===== config.mk =====
export PLATFORM = sky130hd
export DESIGN_NAME = cpu_register_set
export DESIGN_NICKNAME = d
export VERILOG_FILES = /design/src/regset_pkg.sv /design/src/cpu_register_set.sv
export SDC_FILE = /design/constraint.sdc
export NUM_CORES = 1
export LEC_CHECK = 0
export BUFFER_PORTS_ARGS = -buffer_cell sky130_fd_sc_hd__buf_2
export CAP_MARGIN = 20
export CELL_PAD_IN_SITES_DETAIL_PLACEMENT = 0
export CELL_PAD_IN_SITES_GLOBAL_PLACEMENT = 1
export CORE_MARGIN = 4
export CORE_UTILIZATION = 50
export CTS_CLUSTER_DIAMETER = 100
export DETAILED_ROUTE_END_ITERATION = 8
export HOLD_SLACK_MARGIN = 0.05
export PLACE_DENSITY = 0.93
export SLEW_MARGIN = 25
export SYNTH_ARGS = -nofsm -noshare
export SYNTH_HDL_FRONTEND = slang
export SYNTH_SLANG_ARGS = --single-unit

===== constraint.sdc =====
create_clock -name clk -period 6.2 [get_ports clk]
set_clock_uncertainty 0.2 [all_clocks]
set_input_delay 0.62 -clock clk [delete_from_list [all_inputs] [get_ports clk]]
set_output_delay 0.62 -clock clk [all_outputs]
set_load 0.03 [all_outputs]

===== src/regset_pkg.sv =====
package regset_pkg;

  localparam int ADDR_W = 5;
  localparam int BANK_SLOTS = 7;

  localparam logic [4:0] IDX_R0 = 5'h00;
  localparam logic [4:0] IDX_R1 = 5'h01;
  localparam logic [4:0] IDX_R2 = 5'h02;
  localparam logic [4:0] IDX_R3 = 5'h03;
  localparam logic [4:0] IDX_A0 = 5'h04;
  localparam logic [4:0] IDX_A1 = 5'h05;
  localparam logic [4:0] IDX_FB = 5'h06;
  localparam logic [4:0] IDX_SB = 5'h07;
  localparam logic [4:0] IDX_VTB = 5'h08;
  localparam logic [4:0] IDX_PC = 5'h09;
  localparam logic [4:0] IDX_USP = 5'h0a;
  localparam logic [4:0] IDX_ISP = 5'h0b;
  localparam logic [4:0] IDX_FLG = 5'h0c;
  localparam logic [4:0] IDX_R0L = 5'h0d;
  localparam logic [4:0] IDX_R0H = 5'h0e;
  localparam logic [4:0] IDX_R1L = 5'h0f;
  localparam logic [4:0] IDX_R1H = 5'h10;
  localparam logic [4:0] IDX_LONG_DATA_PAIR_LOW = 5'h11;
  localparam logic [4:0] IDX_LONG_DATA_PAIR_HIGH = 5'h12;
  localparam logic [4:0] IDX_LONG_ADDRESS_PAIR = 5'h13;
  localparam logic [4:0] IDX_SP = 5'h14;

  localparam int FLAG_C = 0;
  localparam int FLAG_D = 1;
  localparam int FLAG_Z = 2;
  localparam int FLAG_S = 3;
  localparam int FLAG_B = 4;
  localparam int FLAG_O = 5;
  localparam int FLAG_I = 6;
  localparam int FLAG_U = 7;
  localparam int IPL_LSB = 12;
  localparam logic [15:0] FLG_WRITABLE = 16'h70ff;

  localparam logic [15:0] FLG_RESET = 16'h0000;
  localparam logic [15:0] WORD_RESET = 16'h0000;
  localparam logic [19:0] ADDR20_RESET = 20'h00000;
  localparam logic [5:0] SW_INT_SYS_MAX = 6'h1f;

  localparam logic [19:0] SFR_END = 20'h003ff;
  localparam logic [19:0] RAM_BASE = 20'h00400;
  localparam logic [19:0] SPECIAL_VEC_BASE = 20'hffe00;
  localparam logic [19:0] SPECIAL_VEC_END = 20'hfffdb;
  localparam logic [19:0] FIXED_VEC_BASE = 20'hfffdc;

  typedef enum logic [1:0] {
    SZ_BYTE = 2'h0,
    SZ_WORD = 2'h1,
    SZ_LONG = 2'h3
  } op_size_t;

  typedef enum logic [2:0] {
    REG_SFR = 3'h0,
    REG_MEMORY = 3'h1,
    REG_SPECIAL_VEC = 3'h2,
    REG_FIXED_VEC = 3'h3
  } region_t;

  typedef struct packed {
    logic valid;
    op_size_t size;
    logic [31:0] value;
    logic carry;
    logic overflow;
  } alu_result_t;

  typedef struct packed {
    logic hw_accept;
    logic sw_exec;
    logic [5:0] sw_num;
  } int_event_t;

endpackage : regset_pkg


===== src/cpu_register_set.sv =====
// Decided for this implementation: the plain strobed port and the address map.
`timescale 1ns/1ps
module cpu_register_set
  import regset_pkg::*;
(
  input wire logic clk,
  input wire logic rstn,
  input wire logic [ADDR_W-1:0] addr,
  input wire logic [31:0] wdata,
  input wire logic wr,
  input wire logic rd,
  output logic [31:0] rdata,
  input wire alu_result_t alu,
  input wire int_event_t ievt,
  input wire logic pc_load,
  input wire logic [19:0] pc_value,
  input wire logic [2:0] req_level,
  output logic [15:0] status_word,
  output logic [19:0] pc_out,
  output logic [19:0] vector_table_base,
  output logic [15:0] active_stack_pointer,
  output logic int_permit,
  output region_t pc_region
);

  // The two banks, then the shared registers outside the banks.
  logic [15:0] bank_reg [2][BANK_SLOTS];
  logic [15:0] static_base_reg;
  logic [19:0] vtb_reg;
  logic [19:0] pc_reg;
  logic [15:0] usp_reg;
  logic [15:0] isp_reg;
  logic [15:0] flg_reg;
  logic [31:0] rdata_reg;
  logic [15:0] sp_out_reg;
  logic permit_reg;
  region_t region_reg;

  logic [15:0] bank_next [2][BANK_SLOTS];
  logic [15:0] static_base_next;
  logic [19:0] vtb_next;
  logic [19:0] pc_next;
  logic [15:0] usp_next;
  logic [15:0] isp_next;
  logic [15:0] flg_next;
  logic [31:0] rdata_next;

  // Writes one bank slot from any word, byte or long view that covers it.
  function automatic logic [15:0] slot_write(
    input logic [15:0] cur,
    input logic [4:0] a,
    input int s,
    input logic [31:0] d
  );
    logic [15:0] v;
    v = cur;
    if (a == 5'(s)) begin
      v = d[15:0];
    end
    if ((s == 0 && a == IDX_R0L) || (s == 1 && a == IDX_R1L)) begin
      v[7:0] = d[7:0];
    end
    if ((s == 0 && a == IDX_R0H) || (s == 1 && a == IDX_R1H)) begin
      v[15:8] = d[7:0];
    end
    if ((s == 0 && a == IDX_LONG_DATA_PAIR_LOW) || (s == 1 && a == IDX_LONG_DATA_PAIR_HIGH) ||
        (s == 4 && a == IDX_LONG_ADDRESS_PAIR)) begin
      v = d[15:0];
    end
    if ((s == 2 && a == IDX_LONG_DATA_PAIR_LOW) || (s == 3 && a == IDX_LONG_DATA_PAIR_HIGH) ||
        (s == 5 && a == IDX_LONG_ADDRESS_PAIR)) begin
      v = d[31:16];
    end
    return v;
  endfunction : slot_write

  function automatic region_t region_of(input logic [19:0] a);
    region_t r;
    r = REG_MEMORY;
    if (a <= SFR_END) begin
      r = REG_SFR;
    end else if (a >= FIXED_VEC_BASE) begin
      r = REG_FIXED_VEC;
    end else if (a >= SPECIAL_VEC_BASE && a <= SPECIAL_VEC_END) begin
      r = REG_SPECIAL_VEC;
    end
    return r;
  endfunction : region_of

  function automatic logic result_zero(input alu_result_t r);
    logic z;
    case (r.size)
      SZ_BYTE: z = (r.value[7:0] == 8'h00);
      SZ_WORD: z = (r.value[15:0] == 16'h0000);
      default: z = (r.value == 32'h0000_0000);
    endcase
    return z;
  endfunction : result_zero

  function automatic logic result_sign(input alu_result_t r);
    logic s;
    case (r.size)
      SZ_BYTE: s = r.value[7];
      SZ_WORD: s = r.value[15];
      default: s = r.value[31];
    endcase
    return s;
  endfunction : result_sign

  wire bank_sel = flg_reg[FLAG_B];
  wire sp_sel = flg_reg[FLAG_U];
  wire [2:0] processor_priority_level = flg_reg[IPL_LSB +: 3];

  wire wr_sb = wr && addr == IDX_SB;
  wire wr_vtb = wr && addr == IDX_VTB;
  wire wr_pc = wr && addr == IDX_PC;
  wire wr_usp = wr && (addr == IDX_USP || (addr == IDX_SP && sp_sel));
  wire wr_isp = wr && (addr == IDX_ISP || (addr == IDX_SP && !sp_sel));
  wire wr_flg = wr && addr == IDX_FLG;

  // Only the selected bank takes a write; the other keeps its contents.
  genvar gb, gs;
  generate
    for (gb = 0; gb < 2; gb++) begin : g_bank
      for (gs = 0; gs < BANK_SLOTS; gs++) begin : g_slot
        assign bank_next[gb][gs] =
          (wr && bank_sel == 1'(gb)) ?
          slot_write(bank_reg[gb][gs], addr, gs, wdata) :
          bank_reg[gb][gs];
      end
    end
  endgenerate

  // A bank switch touches none of these.
  assign static_base_next = wr_sb ? wdata[15:0] : static_base_reg;
  assign vtb_next = wr_vtb ? wdata[19:0] : vtb_reg;
  assign usp_next = wr_usp ? wdata[15:0] : usp_reg;
  assign isp_next = wr_isp ? wdata[15:0] : isp_reg;

  // The sequencer load outranks a software write in the same cycle.
  assign pc_next = pc_load ? pc_value :
                   wr_pc ? wdata[19:0] : pc_reg;

  wire sw_sys = ievt.sw_exec && ievt.sw_num <= SW_INT_SYS_MAX;
  wire any_accept = ievt.hw_accept || ievt.sw_exec;

  // Software writes first, then the ALU result, then interrupt entry, so
  // hardware events always win over a write landing in the same cycle.
  // Reserved bits are forced to zero, which is one legal undefined value.
  wire [15:0] flg_sw = wr_flg ? (wdata[15:0] & FLG_WRITABLE) :
                       flg_reg;

  always_comb begin
    flg_next = flg_sw;
    if (alu.valid) begin
      flg_next[FLAG_C] = alu.carry;
      flg_next[FLAG_Z] = result_zero(alu);
      flg_next[FLAG_S] = result_sign(alu);
      flg_next[FLAG_O] = alu.overflow;
    end
    if (any_accept) begin
      flg_next[FLAG_I] = 1'b0;
    end
    if (ievt.hw_accept || sw_sys) begin
      flg_next[FLAG_U] = 1'b0;
    end
  end

  wire [15:0] cur_sp = sp_sel ? usp_reg : isp_reg;

  function automatic logic [31:0] read_mux(
    input logic [4:0] a,
    input logic [15:0] b0,
    input logic [15:0] b1,
    input logic [15:0] b2,
    input logic [15:0] b3,
    input logic [15:0] b4,
    input logic [15:0] b5,
    input logic [15:0] b6
  );
    logic [31:0] v;
    case (a)
      IDX_R0: v = {16'h0000, b0};
      IDX_R1: v = {16'h0000, b1};
      IDX_R2: v = {16'h0000, b2};
      IDX_R3: v = {16'h0000, b3};
      IDX_A0: v = {16'h0000, b4};
      IDX_A1: v = {16'h0000, b5};
      IDX_FB: v = {16'h0000, b6};
      IDX_R0L: v = {24'h000000, b0[7:0]};
      IDX_R0H: v = {24'h000000, b0[15:8]};
      IDX_R1L: v = {24'h000000, b1[7:0]};
      IDX_R1H: v = {24'h000000, b1[15:8]};
      IDX_LONG_DATA_PAIR_LOW: v = {b2, b0};
      IDX_LONG_DATA_PAIR_HIGH: v = {b3, b1};
      IDX_LONG_ADDRESS_PAIR: v = {b5, b4};
      default: v = 32'h0000_0000;
    endcase
    return v;
  endfunction : read_mux

  wire [31:0] bank_rd = read_mux(addr,
    bank_reg[bank_sel][0], bank_reg[bank_sel][1],
    bank_reg[bank_sel][2], bank_reg[bank_sel][3],
    bank_reg[bank_sel][4], bank_reg[bank_sel][5],
    bank_reg[bank_sel][6]);

  wire [31:0] shared_rd =
    (addr == IDX_SB) ? {16'h0000, static_base_reg} :
    (addr == IDX_VTB) ? {12'h000, vtb_reg} :
    (addr == IDX_PC) ? {12'h000, pc_reg} :
    (addr == IDX_USP) ? {16'h0000, usp_reg} :
    (addr == IDX_ISP) ? {16'h0000, isp_reg} :
    (addr == IDX_SP) ? {16'h0000, cur_sp} :
    (addr == IDX_FLG) ? {16'h0000, flg_reg} :
    bank_rd;

  // Read data stand for exactly one cycle; unmapped addresses read zero.
  assign rdata_next = rd ? shared_rd : 32'h0000_0000;

  // The next stack pointer follows the next stack select flag, so a hardware
  // accept or a software interrupt up to SW_INT_SYS_MAX shows the interrupt pointer one cycle after the event.
  wire [15:0] sp_next = flg_next[FLAG_U] ? usp_next : isp_next;

  // Compared against the present level; a level change takes effect on
  // the following comparison, costing one cycle of latency.
  wire permit_next = flg_reg[FLAG_I] && (req_level > processor_priority_level);

  always_ff @(posedge clk or negedge rstn) begin
    if (!rstn) begin
      for (int b = 0; b < 2; b++) begin
        for (int s = 0; s < BANK_SLOTS; s++) begin
          bank_reg[b][s] <= WORD_RESET;
        end
      end
    end else begin
      for (int b = 0; b < 2; b++) begin
        for (int s = 0; s < BANK_SLOTS; s++) begin
          bank_reg[b][s] <= bank_next[b][s];
        end
      end
    end
  end

  always_ff @(posedge clk or negedge rstn) begin
    if (!rstn) begin
      static_base_reg <= WORD_RESET;
      vtb_reg <= ADDR20_RESET;
      pc_reg <= ADDR20_RESET;
      usp_reg <= WORD_RESET;
      isp_reg <= WORD_RESET;
      flg_reg <= FLG_RESET;
    end else begin
      static_base_reg <= static_base_next;
      vtb_reg <= vtb_next;
      pc_reg <= pc_next;
      usp_reg <= usp_next;
      isp_reg <= isp_next;
      flg_reg <= flg_next;
    end
  end

  always_ff @(posedge clk or negedge rstn) begin
    if (!rstn) begin
      rdata_reg <= 32'h0000_0000;
      sp_out_reg <= WORD_RESET;
      permit_reg <= 1'b0;
      region_reg <= REG_SFR;
    end else begin
      rdata_reg <= rdata_next;
      sp_out_reg <= sp_next;
      permit_reg <= permit_next;
      region_reg <= region_of(pc_next);
    end
  end

  assign rdata = rdata_reg;
  assign status_word = flg_reg;
  assign pc_out = pc_reg;
  assign vector_table_base = vtb_reg;
  assign active_stack_pointer = sp_out_reg;
  assign int_permit = permit_reg;
  assign pc_region = region_reg;

endmodule : cpu_register_set


**Yosys cells after proc, flatten, opt, wreduce, memory -nomap -nowiden**

Index checks and enable logic that the tools add are counted.

- Register bits after elaboration: 375
- Input port bits: 110
- Output and inout port bits: 108
- Word-level logic and storage cells: 157

- Magnitude comparators: 7
- Equal/unequal tests: 21
- Mux-type cells: 45
- Bitwise operators: 2
- Reduce and logical (&&, ||, !) cells: 51

Operators by type and width:

| operator | count |
|---|---|
| 32-bit one-hot mux with 14 select lines | 1 |
| 112-bit two-way mux | 3 |
| 16-bit two-way mux | 16 |
| 32-bit two-way mux | 8 |
| 5-bit by 4-bit equality test with 1-bit output (second input constant) | 8 |
| 20-bit greater-or-equal comparator (second input constant) | 2 |
| 20-bit two-way mux | 2 |
| 8-bit two-way mux | 5 |
| 2-bit AND reduction | 18 |
| 32-bit zero test | 1 |
| 5-bit equality test (second input constant) | 5 |
| 5-bit by 3-bit equality test with 1-bit output (second input constant) | 4 |
| 20-bit by 10-bit <= comparator with 1-bit output (second input constant) | 1 |
| 20-bit <= comparator (second input constant) | 1 |
| 16-bit zero test | 1 |
| 1-bit logical AND | 13 |
| 2-bit nonzero test | 6 |
| 3-bit nonzero test | 4 |
| 5-bit by 2-bit equality test with 1-bit output (second input constant) | 2 |
| 8-bit zero test | 1 |
| 2-bit two-way mux | 4 |
| 6-bit by 5-bit <= comparator with 1-bit output (second input constant) | 1 |
| 5-bit by 1-bit equality test with 1-bit output (second input constant) | 1 |
| 5-bit zero test | 1 |
| other kinds (10) | 17 |

**Logic depth before layout (Yosys ltp)**

Gate-level depths: netlist of the first run.

- Word-level depth: 13
- Mapped depth: 9

**Least setup slack after synthesis of the first run**

OpenSTA, ideal clock, no wires.

- Path kind: input to register
- From: in addr[4]
- To: reg bank_reg[152] in the netlist's numbering
- Setup time: 0.128 ns
- Arrival time: 2.461 ns
- Data required time: 5.872 ns
- Path slack: 3.412 ns
- Cell stages on the path: 8
- Cell sequence: buf_2 > or4b_1 > clkbuf_1 > a21o_1 > buf_2 > nor2_4 > buf_4 > mux2_1

- Longest elaborated chain between the ends: 3

Ends and longest elaborated chain:

| item | RTL line | source |
|---|---|---|
| from (decl) | cpu_register_set.sv:8 | `input wire logic [ADDR_W-1:0] addr,` |
| 5-bit equality test / 5-bit by 3-bit equality test with 1-bit output (equally long branches) | cpu_register_set.sv:67, cpu_register_set.sv:57 |  |
| 2-bit nonzero test (no line) | n/a |  |
| 2-bit AND reduction (no line) | n/a |  |
| to (signal, indexed assignment) | cpu_register_set.sv:239 | `bank_reg[b][s] <= bank_next[b][s];` |
| to (decl) | cpu_register_set.sv:27 | `logic [15:0] bank_reg [2][BANK_SLOTS];` |

Several ways; a longest one is shown, not always the timed one.
A chain may end at the register's enable or synchronous reset.

**Final worst setup path of the first run**

- From: reg flg_reg[4], in the netlist status_word[4]
- To: reg rdata_reg[6], in the netlist rdata[6]

- Longest elaborated chain between the ends: 13

Ends and longest elaborated chain:

| item | RTL line | source |
|---|---|---|
| from (decl) | cpu_register_set.sv:33 | `logic [15:0] flg_reg;` |
| from (signal assigned) | cpu_register_set.sv:259 | `flg_reg <= flg_next;` |
| 1-bit NOT with 2-bit output (implied by the code) | n/a |  |
| 112-bit two-way mux (implied by the code) | cpu_register_set.sv:206 | `bank_reg[bank_sel][6]);` |
| 112-bit two-way mux (implied by the code) (2 in a row) | cpu_register_set.sv:204 | `bank_reg[bank_sel][2], bank_reg[bank_sel][3],` |
| 32-bit one-hot mux with 14 select lines | cpu_register_set.sv:182 | `case (a)` |
| 32-bit two-way mux | cpu_register_set.sv:215 | `(addr == IDX_FLG) ? {16'h0000, flg_reg} :` |
| 32-bit two-way mux | cpu_register_set.sv:214 | `(addr == IDX_SP) ? {16'h0000, cur_sp} :` |
| 32-bit two-way mux | cpu_register_set.sv:213 | `(addr == IDX_ISP) ? {16'h0000, isp_reg} :` |
| 32-bit two-way mux | cpu_register_set.sv:212 | `(addr == IDX_USP) ? {16'h0000, usp_reg} :` |
| 32-bit two-way mux | cpu_register_set.sv:211 | `(addr == IDX_PC) ? {12'h000, pc_reg} :` |
| 32-bit two-way mux | cpu_register_set.sv:210 | `(addr == IDX_VTB) ? {12'h000, vtb_reg} :` |
| 32-bit two-way mux | cpu_register_set.sv:209 | `(addr == IDX_SB) ? {16'h0000, static_base_reg} :` |
| 32-bit two-way mux | cpu_register_set.sv:219 | `assign rdata_next = rd ? shared_rd : 32'h0000_0000;` |
| net rdata_next[6] | cpu_register_set.sv:46 | `logic [31:0] rdata_next;` |
| to (signal assigned) | cpu_register_set.sv:270 | `rdata_reg <= rdata_next;` |
| to (decl) | cpu_register_set.sv:34 | `logic [31:0] rdata_reg;` |

The timed path passes the listed nets, and every way through them passes these cells. The select of a mux whose other input is x is not followed.

==> results of run 1 <==
[synth_stat cells (14+ instances only)]
cell type,instances
sky130_fd_sc_hd__o21ai_0,107
sky130_fd_sc_hd__a21oi_1,68
sky130_fd_sc_hd__o21ai_1,40
sky130_fd_sc_hd__dfrtp_1,374
sky130_fd_sc_hd__o22ai_1,33
sky130_fd_sc_hd__nor2_1,101
sky130_fd_sc_hd__nand3_1,14
sky130_fd_sc_hd__mux2_1,36
sky130_fd_sc_hd__nor3_1,30
sky130_fd_sc_hd__nand2_1,137
sky130_fd_sc_hd__buf_2,38
sky130_fd_sc_hd__clkbuf_1,73
sky130_fd_sc_hd__a2bb2oi_1,14
sky130_fd_sc_hd__o221ai_1,23
sky130_fd_sc_hd__mux2_2,168
sky130_fd_sc_hd__mux2_4,20
sky130_fd_sc_hd__a31oi_1,18
sky130_fd_sc_hd__mux2i_1,156
sky130_fd_sc_hd__a2111oi_0,14
[layer usage]
layer	share of wire	wire length, um	vias to the layer above
met2	0.45	26700	831
li1	-	-	6348
met3	0.092	5400	186
met4	0.050	2960	0
met1	0.40	23900	7313
met5	0	0	-
[kinds of logic (layout without fill, tap and decap cells)]
logic type / after synthesis / after routing / share of synthesized area
AO/OA/AOI/OAI: 388 / 388 / 0.133
multiplexers: 380 / 380 / 0.226
flip-flops: 374 / 374 / 0.508
AND/OR/NAND/NOR: 365 / 365 / 0.0942
buffers and inverters: 142 / 304 / 0.0366
adder cells (fa/ha/maj): 3 / 3 / 0.00204
other: 1 / 6 / 0.000203
XOR/XNOR: 1 / 1 / 0.000475
[cell type report]
| class | instances | area (sq um) |
|---|---|---|
| clock buffer | 49 | 1110 |
| clock inverter | 20 | 139 |
| fill | 2993 | 15600 |
| inverter | 9 | 33.8 |
| multi-input combinational | 1143 | 8480 |
| sequential | 374 | 9360 |
| tap | 468 | 586 |
| timing repair buffer | 226 | 1230 |
[per-stage QoR]
step	hold slack (ns)	util	total power, W	instance area, sq um
after detailed placement	0.269	0.538	0.00475	19700
after CTS	0.0810	0.573	0.00704	20900
after floorplan	0.124	-	0.00418	18500
after global routing	0.0935	0.573	0.00733	20900
after global placement	0.256	0.538	0.00468	19600
final	0.0867	0.573	0.00705	20900
[cells in the final DEF, fill, tap and decap left out, types with 5 or more instances in the layout]
cell	synthesis	layout
sky130_fd_sc_hd__mux2_2	168	168
sky130_fd_sc_hd__o221ai_1	23	23
sky130_fd_sc_hd__clkbuf_8	0	5
sky130_fd_sc_hd__inv_1	8	8
sky130_fd_sc_hd__nand2b_1	9	9
sky130_fd_sc_hd__or2_2	5	5
sky130_fd_sc_hd__a22oi_1	12	12
sky130_fd_sc_hd__mux2_1	36	36
sky130_fd_sc_hd__o32ai_1	5	5
sky130_fd_sc_hd__nand2_1	137	136
sky130_fd_sc_hd__a31oi_1	18	18
sky130_fd_sc_hd__buf_2	38	205
sky130_fd_sc_hd__conb_1	1	6
sky130_fd_sc_hd__a21oi_1	68	68
sky130_fd_sc_hd__nand3_1	14	14
sky130_fd_sc_hd__o21ai_0	107	106
sky130_fd_sc_hd__nor2_1	101	96
sky130_fd_sc_hd__nor3_1	30	30
sky130_fd_sc_hd__nor4_1	12	12
sky130_fd_sc_hd__o21ai_2	1	7
sky130_fd_sc_hd__mux2_4	20	20
sky130_fd_sc_hd__o21ai_1	40	35
sky130_fd_sc_hd__nand4_1	11	11
sky130_fd_sc_hd__a2111oi_0	14	12
sky130_fd_sc_hd__nor2_4	4	5
sky130_fd_sc_hd__o22ai_1	33	33
sky130_fd_sc_hd__buf_4	11	16
sky130_fd_sc_hd__a2bb2oi_1	14	14
sky130_fd_sc_hd__a22o_1	8	8
sky130_fd_sc_hd__mux2i_1	156	156
sky130_fd_sc_hd__nor2_2	7	11
sky130_fd_sc_hd__a221oi_1	8	8
sky130_fd_sc_hd__a211oi_1	12	12
sky130_fd_sc_hd__dfrtp_1	374	373
sky130_fd_sc_hd__clkinv_2	0	14
sky130_fd_sc_hd__clkbuf_16	0	41
[power breakdown]
| part | switching (W) | internal (W) |
|---|---|---|
| Clock | 0.000989 | 0.00131 |
| Sequential | 0.000314 | 0.00290 |
| Combinational | 0.000924 | 0.000614 |
[worst paths after layout]
check                                  to  slack [ns]           start  cells past startpoint
min in group asynchronous   bank_reg[128]        0.53            rstn                      2
min                        status_word[0]        0.09          alu[1]                      3
max in group asynchronous   bank_reg[145]        3.86            rstn                      3
max                              rdata[6]        2.50  status_word[4]                      6
max reg2reg                      rdata[6]        2.50  status_word[4]                      6
min reg2reg                 bank_reg[133]        0.28   bank_reg[133]                      2
[worst register-to-register path, stage by stage (launching register included)]
cell                        delay [ns]
sky130_fd_sc_hd__dfrtp_4          0.94
sky130_fd_sc_hd__mux2i_1          0.59
sky130_fd_sc_hd__nor3_1           0.11
sky130_fd_sc_hd__a2111oi_0        0.91
sky130_fd_sc_hd__nand4_1          0.34
sky130_fd_sc_hd__o221ai_1         0.33
sky130_fd_sc_hd__a31oi_1          0.14
==> impl_summary.log, run 1 <==
INFO  metric die_w = 200 um
INFO  metric ys_top_cells_by_area = sky130_fd_sc_hd__dfrtp_1 51%, sky130_fd_sc_hd__mux2_2 10%, sky130_fd_sc_hd__mux2i_1 8.5%
INFO  metric yosysUniqueCellTypes = between 70 and 80
INFO  metric crit_path_time_final = 3.70 ns
INFO  metric hold_buffers = 1
INFO  metric setup_total_negative_slack = 0 ns
INFO  metric p_leak = about 9.4 nW
INFO  metric end_kind = flip-flop
INFO  metric synthFlopType = sky130_fd_sc_hd__dfrtp_1
INFO  metric timing.max_cap.violations = 0
INFO  metric worst_hold_path_type = primary input to flip-flop
INFO  metric slew_violations = 0
INFO  metric gr-usage-met1 = 0.404
INFO  metric grt_util_met2 = 0.451
INFO  metric async_flop_share = 1.00
INFO  metric first_pass_grt_wire_length = between 80 and 90 mm
INFO  metric place.port_buffers = about 210
INFO  metric initial_standard_cell_utilization_of_the_core = 0.505
INFO  metric track_usage = 0.293
INFO  metric wire_per_inst = 25.8 um
INFO  metric dp.final_hpwl = ~40 mm
INFO  metric pwr_density_cell = 337 nW/um^2
INFO  metric gpl.final_weighted_congestion = between 0.9 and 1
INFO  metric worst_slew_pin_slew = 1.01 ns
INFO  metric outcome = finished clean
INFO  metric clock_tree.htree_level_count = 2
INFO  metric areaGrowthSynthToFinish = 13.5%
INFO  metric clkLatencyLatePin = around 0.55 ns
INFO  metric tritoncts_clock_tree = yes
INFO  metric first_pass_detailed_route_iteration_total = 5
INFO  metric path_max_fanout = 50
INFO  metric design.portCount = around 220
INFO  metric synth_top_cell_area_share = 0.508
INFO  metric final-instance-count-excl-fill = around 2300
INFO  metric cts_sinks = around 370
INFO  metric postCtsSetupRepairBufs = 0
INFO  metric synthesis.instances = 1654
INFO  metric first_global_vias = ~15000
INFO  metric drc = 0
INFO  metric final_antenna_net_count = 0
INFO  metric antenna_found_initial = 0
INFO  metric cts.path.max_buffers = 3
INFO  metric timing.fmax = 270 MHz
INFO  metric antenna-diode-count = 0
INFO  metric final_min_period_over_clock_period = 0.597
INFO  metric worst_setup_hold_path_clk_slew = ~0.060 ns
INFO  metric worst_path_dominant_cell_family = compound AO/OA/AOI/OAI gates
INFO  metric worst_setup_path_start_kind = flip-flop
INFO  metric synth_seq_cells = roughly 370
INFO  metric maxSlewHeadroom = 0.311
INFO  metric placementRows = 70
INFO  metric drt-vias-per-instance = 6.41
INFO  metric critical_path.cell_chain = mux2i_1 > nor3_1 > a2111oi_0 > nand4_1 > o221ai_1 > a31oi_1
INFO  metric setup_violations = 0
INFO  metric clock-root-buffer = sky130_fd_sc_hd__clkbuf_16
INFO  metric grt_start_max_net_pins = between 150 and 200
INFO  metric critical_path.slowest_cell = sky130_fd_sc_hd__dfrtp_4
INFO  metric core = roughly 37000 sq um
INFO  metric post_synth_edffs = 0
INFO  metric final_nets = roughly 1900
INFO  metric timing.final.ws_setup = between 2 and 3 ns
INFO  metric worst_path_largest_cell_delay = 0.94 ns
INFO  metric grt-busiest-layer = met2
INFO  metric setup_repair_after_global_routing_missed_its_margin = no
INFO  metric cp.arrival = a little under 4 ns
INFO  metric grt_util_met3 = 0.0658
INFO  metric finalWirelength = approximately 60 mm
INFO  metric floorplan.die_area = 40000 sq um
INFO  metric setup_crit_path_kind = flip-flop to flip-flop
INFO  metric timing_hold_violations_final = 0
INFO  metric share_of_post_route_cells_with_drive_strength_above_1 = 0.287
INFO  metric netlist.top_cell.by_area = sky130_fd_sc_hd__dfrtp_1
INFO  metric die_h = 200 um
INFO  metric vdd_drop_max = approximately 0.00024 V
INFO  metric drt_iter0_markers = between 1500 and 2000
INFO  metric cp_num_buf_inv = 0
INFO  metric residual_overflow_from_global_routing = 0
INFO  metric placed_cells_incl_taps = around 2200
INFO  metric syn-mean-instance-area = 11.1 sq um
INFO  metric synth.yosys.warnings = 0
INFO  metric total_clock_buffers_created_by_cts = 39
INFO  metric dr_total_vias = ~15000
INFO  metric post_syn_area = about 18000 sq um
INFO  metric pre_cts_ws = ~2.1 ns
INFO  metric largest_reg_flops = around 220
INFO  metric synth-seq-area-share = 0.508
INFO  metric critPathRequiredTime = roughly 6.4 ns
INFO  metric ctsResizeCount = 0
Power figures use the tool's default switching activity.
==> run 2, diff against run 1 <==
Settings changed: CORE_UTILIZATION 50 to 42, PLACE_DENSITY 0.93 to 0.84.
Clock period 6.2 ns to 3.1 ns, I/O delays scaled along.
==> impl_summary.log, run 2 (synthesis results as in run 1) <==
INFO  metric outcome = finished clean
INFO  metric worst_hold_path_type = primary input to flip-flop
INFO  metric antenna_found_initial = 1
INFO  metric p_leak = just over 10 nW
INFO  metric cp.arrival = 3.17 ns
INFO  metric place.port_buffers = 206
INFO  metric final_antenna_net_count = 0
INFO  metric worst_setup_hold_path_clk_slew = approximately 0.060 ns
INFO  metric floorplan.die_area = 47300 sq um
INFO  metric holdCritStartpoint = pc_load
INFO  metric crit_path_time_final = around 2.9 ns
INFO  metric drt-vias-per-instance = 5.91
INFO  metric worst_path_largest_cell_delay = just over 0.6 ns
INFO  metric areaGrowthSynthToFinish = 24.0%
INFO  metric setup_repair_after_global_routing_missed_its_margin = no
INFO  metric worst_slew_pin_slew = between 0.8 and 0.9 ns
INFO  metric share_of_post_route_cells_with_drive_strength_above_1 = 0.314
INFO  metric die_h = 218 um
INFO  metric cts.path.max_buffers = 3
INFO  metric finalWirelength = between 60 and 70 mm
INFO  metric end_kind = flip-flop
INFO  metric worst_path_dominant_cell_family = compound AO/OA/AOI/OAI gates
INFO  metric cts_sinks = 374
INFO  metric total_clock_buffers_created_by_cts = slightly above 40
INFO  metric track_usage = 0.273
INFO  metric path_common_cell = sky130_fd_sc_hd__buf_12
INFO  metric maxSlewHeadroom = 0.439
INFO  metric timing.fmax = ~340 MHz
INFO  metric timing.final.ws_setup = approximately 0.19 ns
INFO  metric critPathRequiredTime = around 3.4 ns
INFO  metric placementRows = 76
INFO  metric pre_cts_ws = approximately 0.22 ns
INFO  metric final_min_period_over_clock_period = 0.939
INFO  metric first_global_vias = approximately 16000
INFO  metric most-common-layout-cells = 373 x sky130_fd_sc_hd__dfrtp_1, 205 x sky130_fd_sc_hd__buf_2, 168 x sky130_fd_sc_hd__mux2_2
INFO  metric wire_per_inst = roughly 25 um
INFO  metric slew_violations = 0
INFO  metric first_pass_grt_wire_length = between 90 and 100 mm
INFO  metric gpl.final_weighted_congestion = between 0.9 and 1
INFO  metric r2r-start = status_word[4]
INFO  metric pwr_density_cell = about 650 nW/um^2
INFO  metric timing.max_cap.violations = 0
INFO  metric finalPower = 0.0149 W
INFO  metric path_max_fanout = 23
INFO  metric setup_crit_path_kind = flip-flop to flip-flop
INFO  metric initial_standard_cell_utilization_of_the_core = 0.426
INFO  metric antenna-diode-count = 0
INFO  metric dp.final_hpwl = 46.1 mm
INFO  metric design.portCount = 218
INFO  metric clock-root-buffer = sky130_fd_sc_hd__clkbuf_16
INFO  metric layout.cells.most_common = sky130_fd_sc_hd__dfrtp_1
INFO  metric timing_hold_violations_final = 0
INFO  metric clock_tree.htree_level_count = 2
INFO  metric setup_violations = 0
INFO  metric core = 43300 sq um
INFO  metric grt_start_max_net_pins = between 90 and 100
INFO  metric largest_reg_flops = 224
INFO  metric residual_overflow_from_global_routing = 0
INFO  metric final_nets = ~2100
INFO  metric drt_iter0_markers = around 1500
INFO  metric worst_setup_path_start_kind = flip-flop
INFO  metric crit_start = status_word[4]
INFO  metric setup_total_negative_slack = 0 ns
INFO  metric vdd_drop_max = between 0.0004 and 0.0005 V
INFO  metric cp_num_buf_inv = 3
INFO  metric critical_path.slowest_cell = sky130_fd_sc_hd__a2111oi_0
INFO  metric tritoncts_clock_tree = yes
INFO  metric first_pass_detailed_route_iteration_total = 6
INFO  metric critical_path.cell_chain = buf_12 > buf_12 > mux2i_1 > nor2_1 > a2111oi_0 > buf_4 > a21oi_1 > o21a_1
INFO  metric dr_total_vias = 15300
INFO  metric drc = 0
INFO  metric die_w = approximately 220 um
INFO  metric clkLatencyLatePin = ~0.57 ns
INFO  metric postCtsSetupRepairBufs = 0
-- run 2: stage by stage --
| stage | utilization | hold WS (ns) | area, sq um | std cells |
|---|---|---|---|---|
| finish | 0.528 | 0.0647 | 22900 | 2587 |
| global route | 0.528 | 0.0916 | 22900 | 2587 |
| CTS | 0.528 | 0.0520 | 22900 | 2587 |
| detailed placement | 0.480 | 0.220 | 20800 | 2445 |
| global placement | 0.480 | 0.216 | 20800 | 2445 |
| floorplan | - | -0.186 | 18500 | 1659 |
-- run 2: final timing paths --
path,endpoint,slack [ns],cells past startpoint
worst max-delay path,rdata[15],0.19,8
worst min-delay path,pc_out[1],0.06,3
worst max register to register,rdata[15],0.19,8
worst min register to register,bank_reg[134],0.28,2
max in group asynchronous,rdata[4],1.65,3
min in group asynchronous,vector_table_base[17],0.16,2
-- run 2: report_power, final --
group / leakage (nW) / internal [W] / total, W / switching, W
Clock: 0.703 / 0.00304 / 0.00514 / 0.00210
Combinational: 4.82 / 0.00142 / 0.00336 / 0.00194
Sequential: 4.80 / 0.00581 / 0.00639 / 0.000586
Total: 10.3 / 0.0103 / 0.0149 / 0.00463
-- run 2: repair_timing --
action | in CTS | in global routing
resized for setup | 0 | 0
hold buffers | 67 | 0
endpoints found under the setup margin | 0 | 0
endpoints found under the hold margin | 222 | 0
-- run 2: area by class of cell --
class | count | area (sq um)
Multi-Input combinational cell | 1143 | 8460
Clock inverter | 20 | 262
Clock buffer | 55 | 1150
Timing Repair Buffer | 401 | 2860
Inverter | 9 | 33.8
Fill cell | 3780 | 20400
Sequential cell | 374 | 9360
Tap cell | 585 | 732
-- run 2: layer usage --
layer,share of wire,GRT usage,vias to the layer above
li1,-,-,6697
met1,0.41,0.361,7658
met2,0.47,0.435,752
met3,0.073,0.0509,170
met4,0.051,0.130,2
met5,0.00020,0,-
-- run 2: tightest hold or removal path, cell delays in order --
cell,delay (ns)
sky130_fd_sc_hd__buf_2,0.09
sky130_fd_sc_hd__buf_4,0.26
sky130_fd_sc_hd__o21ai_0,0.13
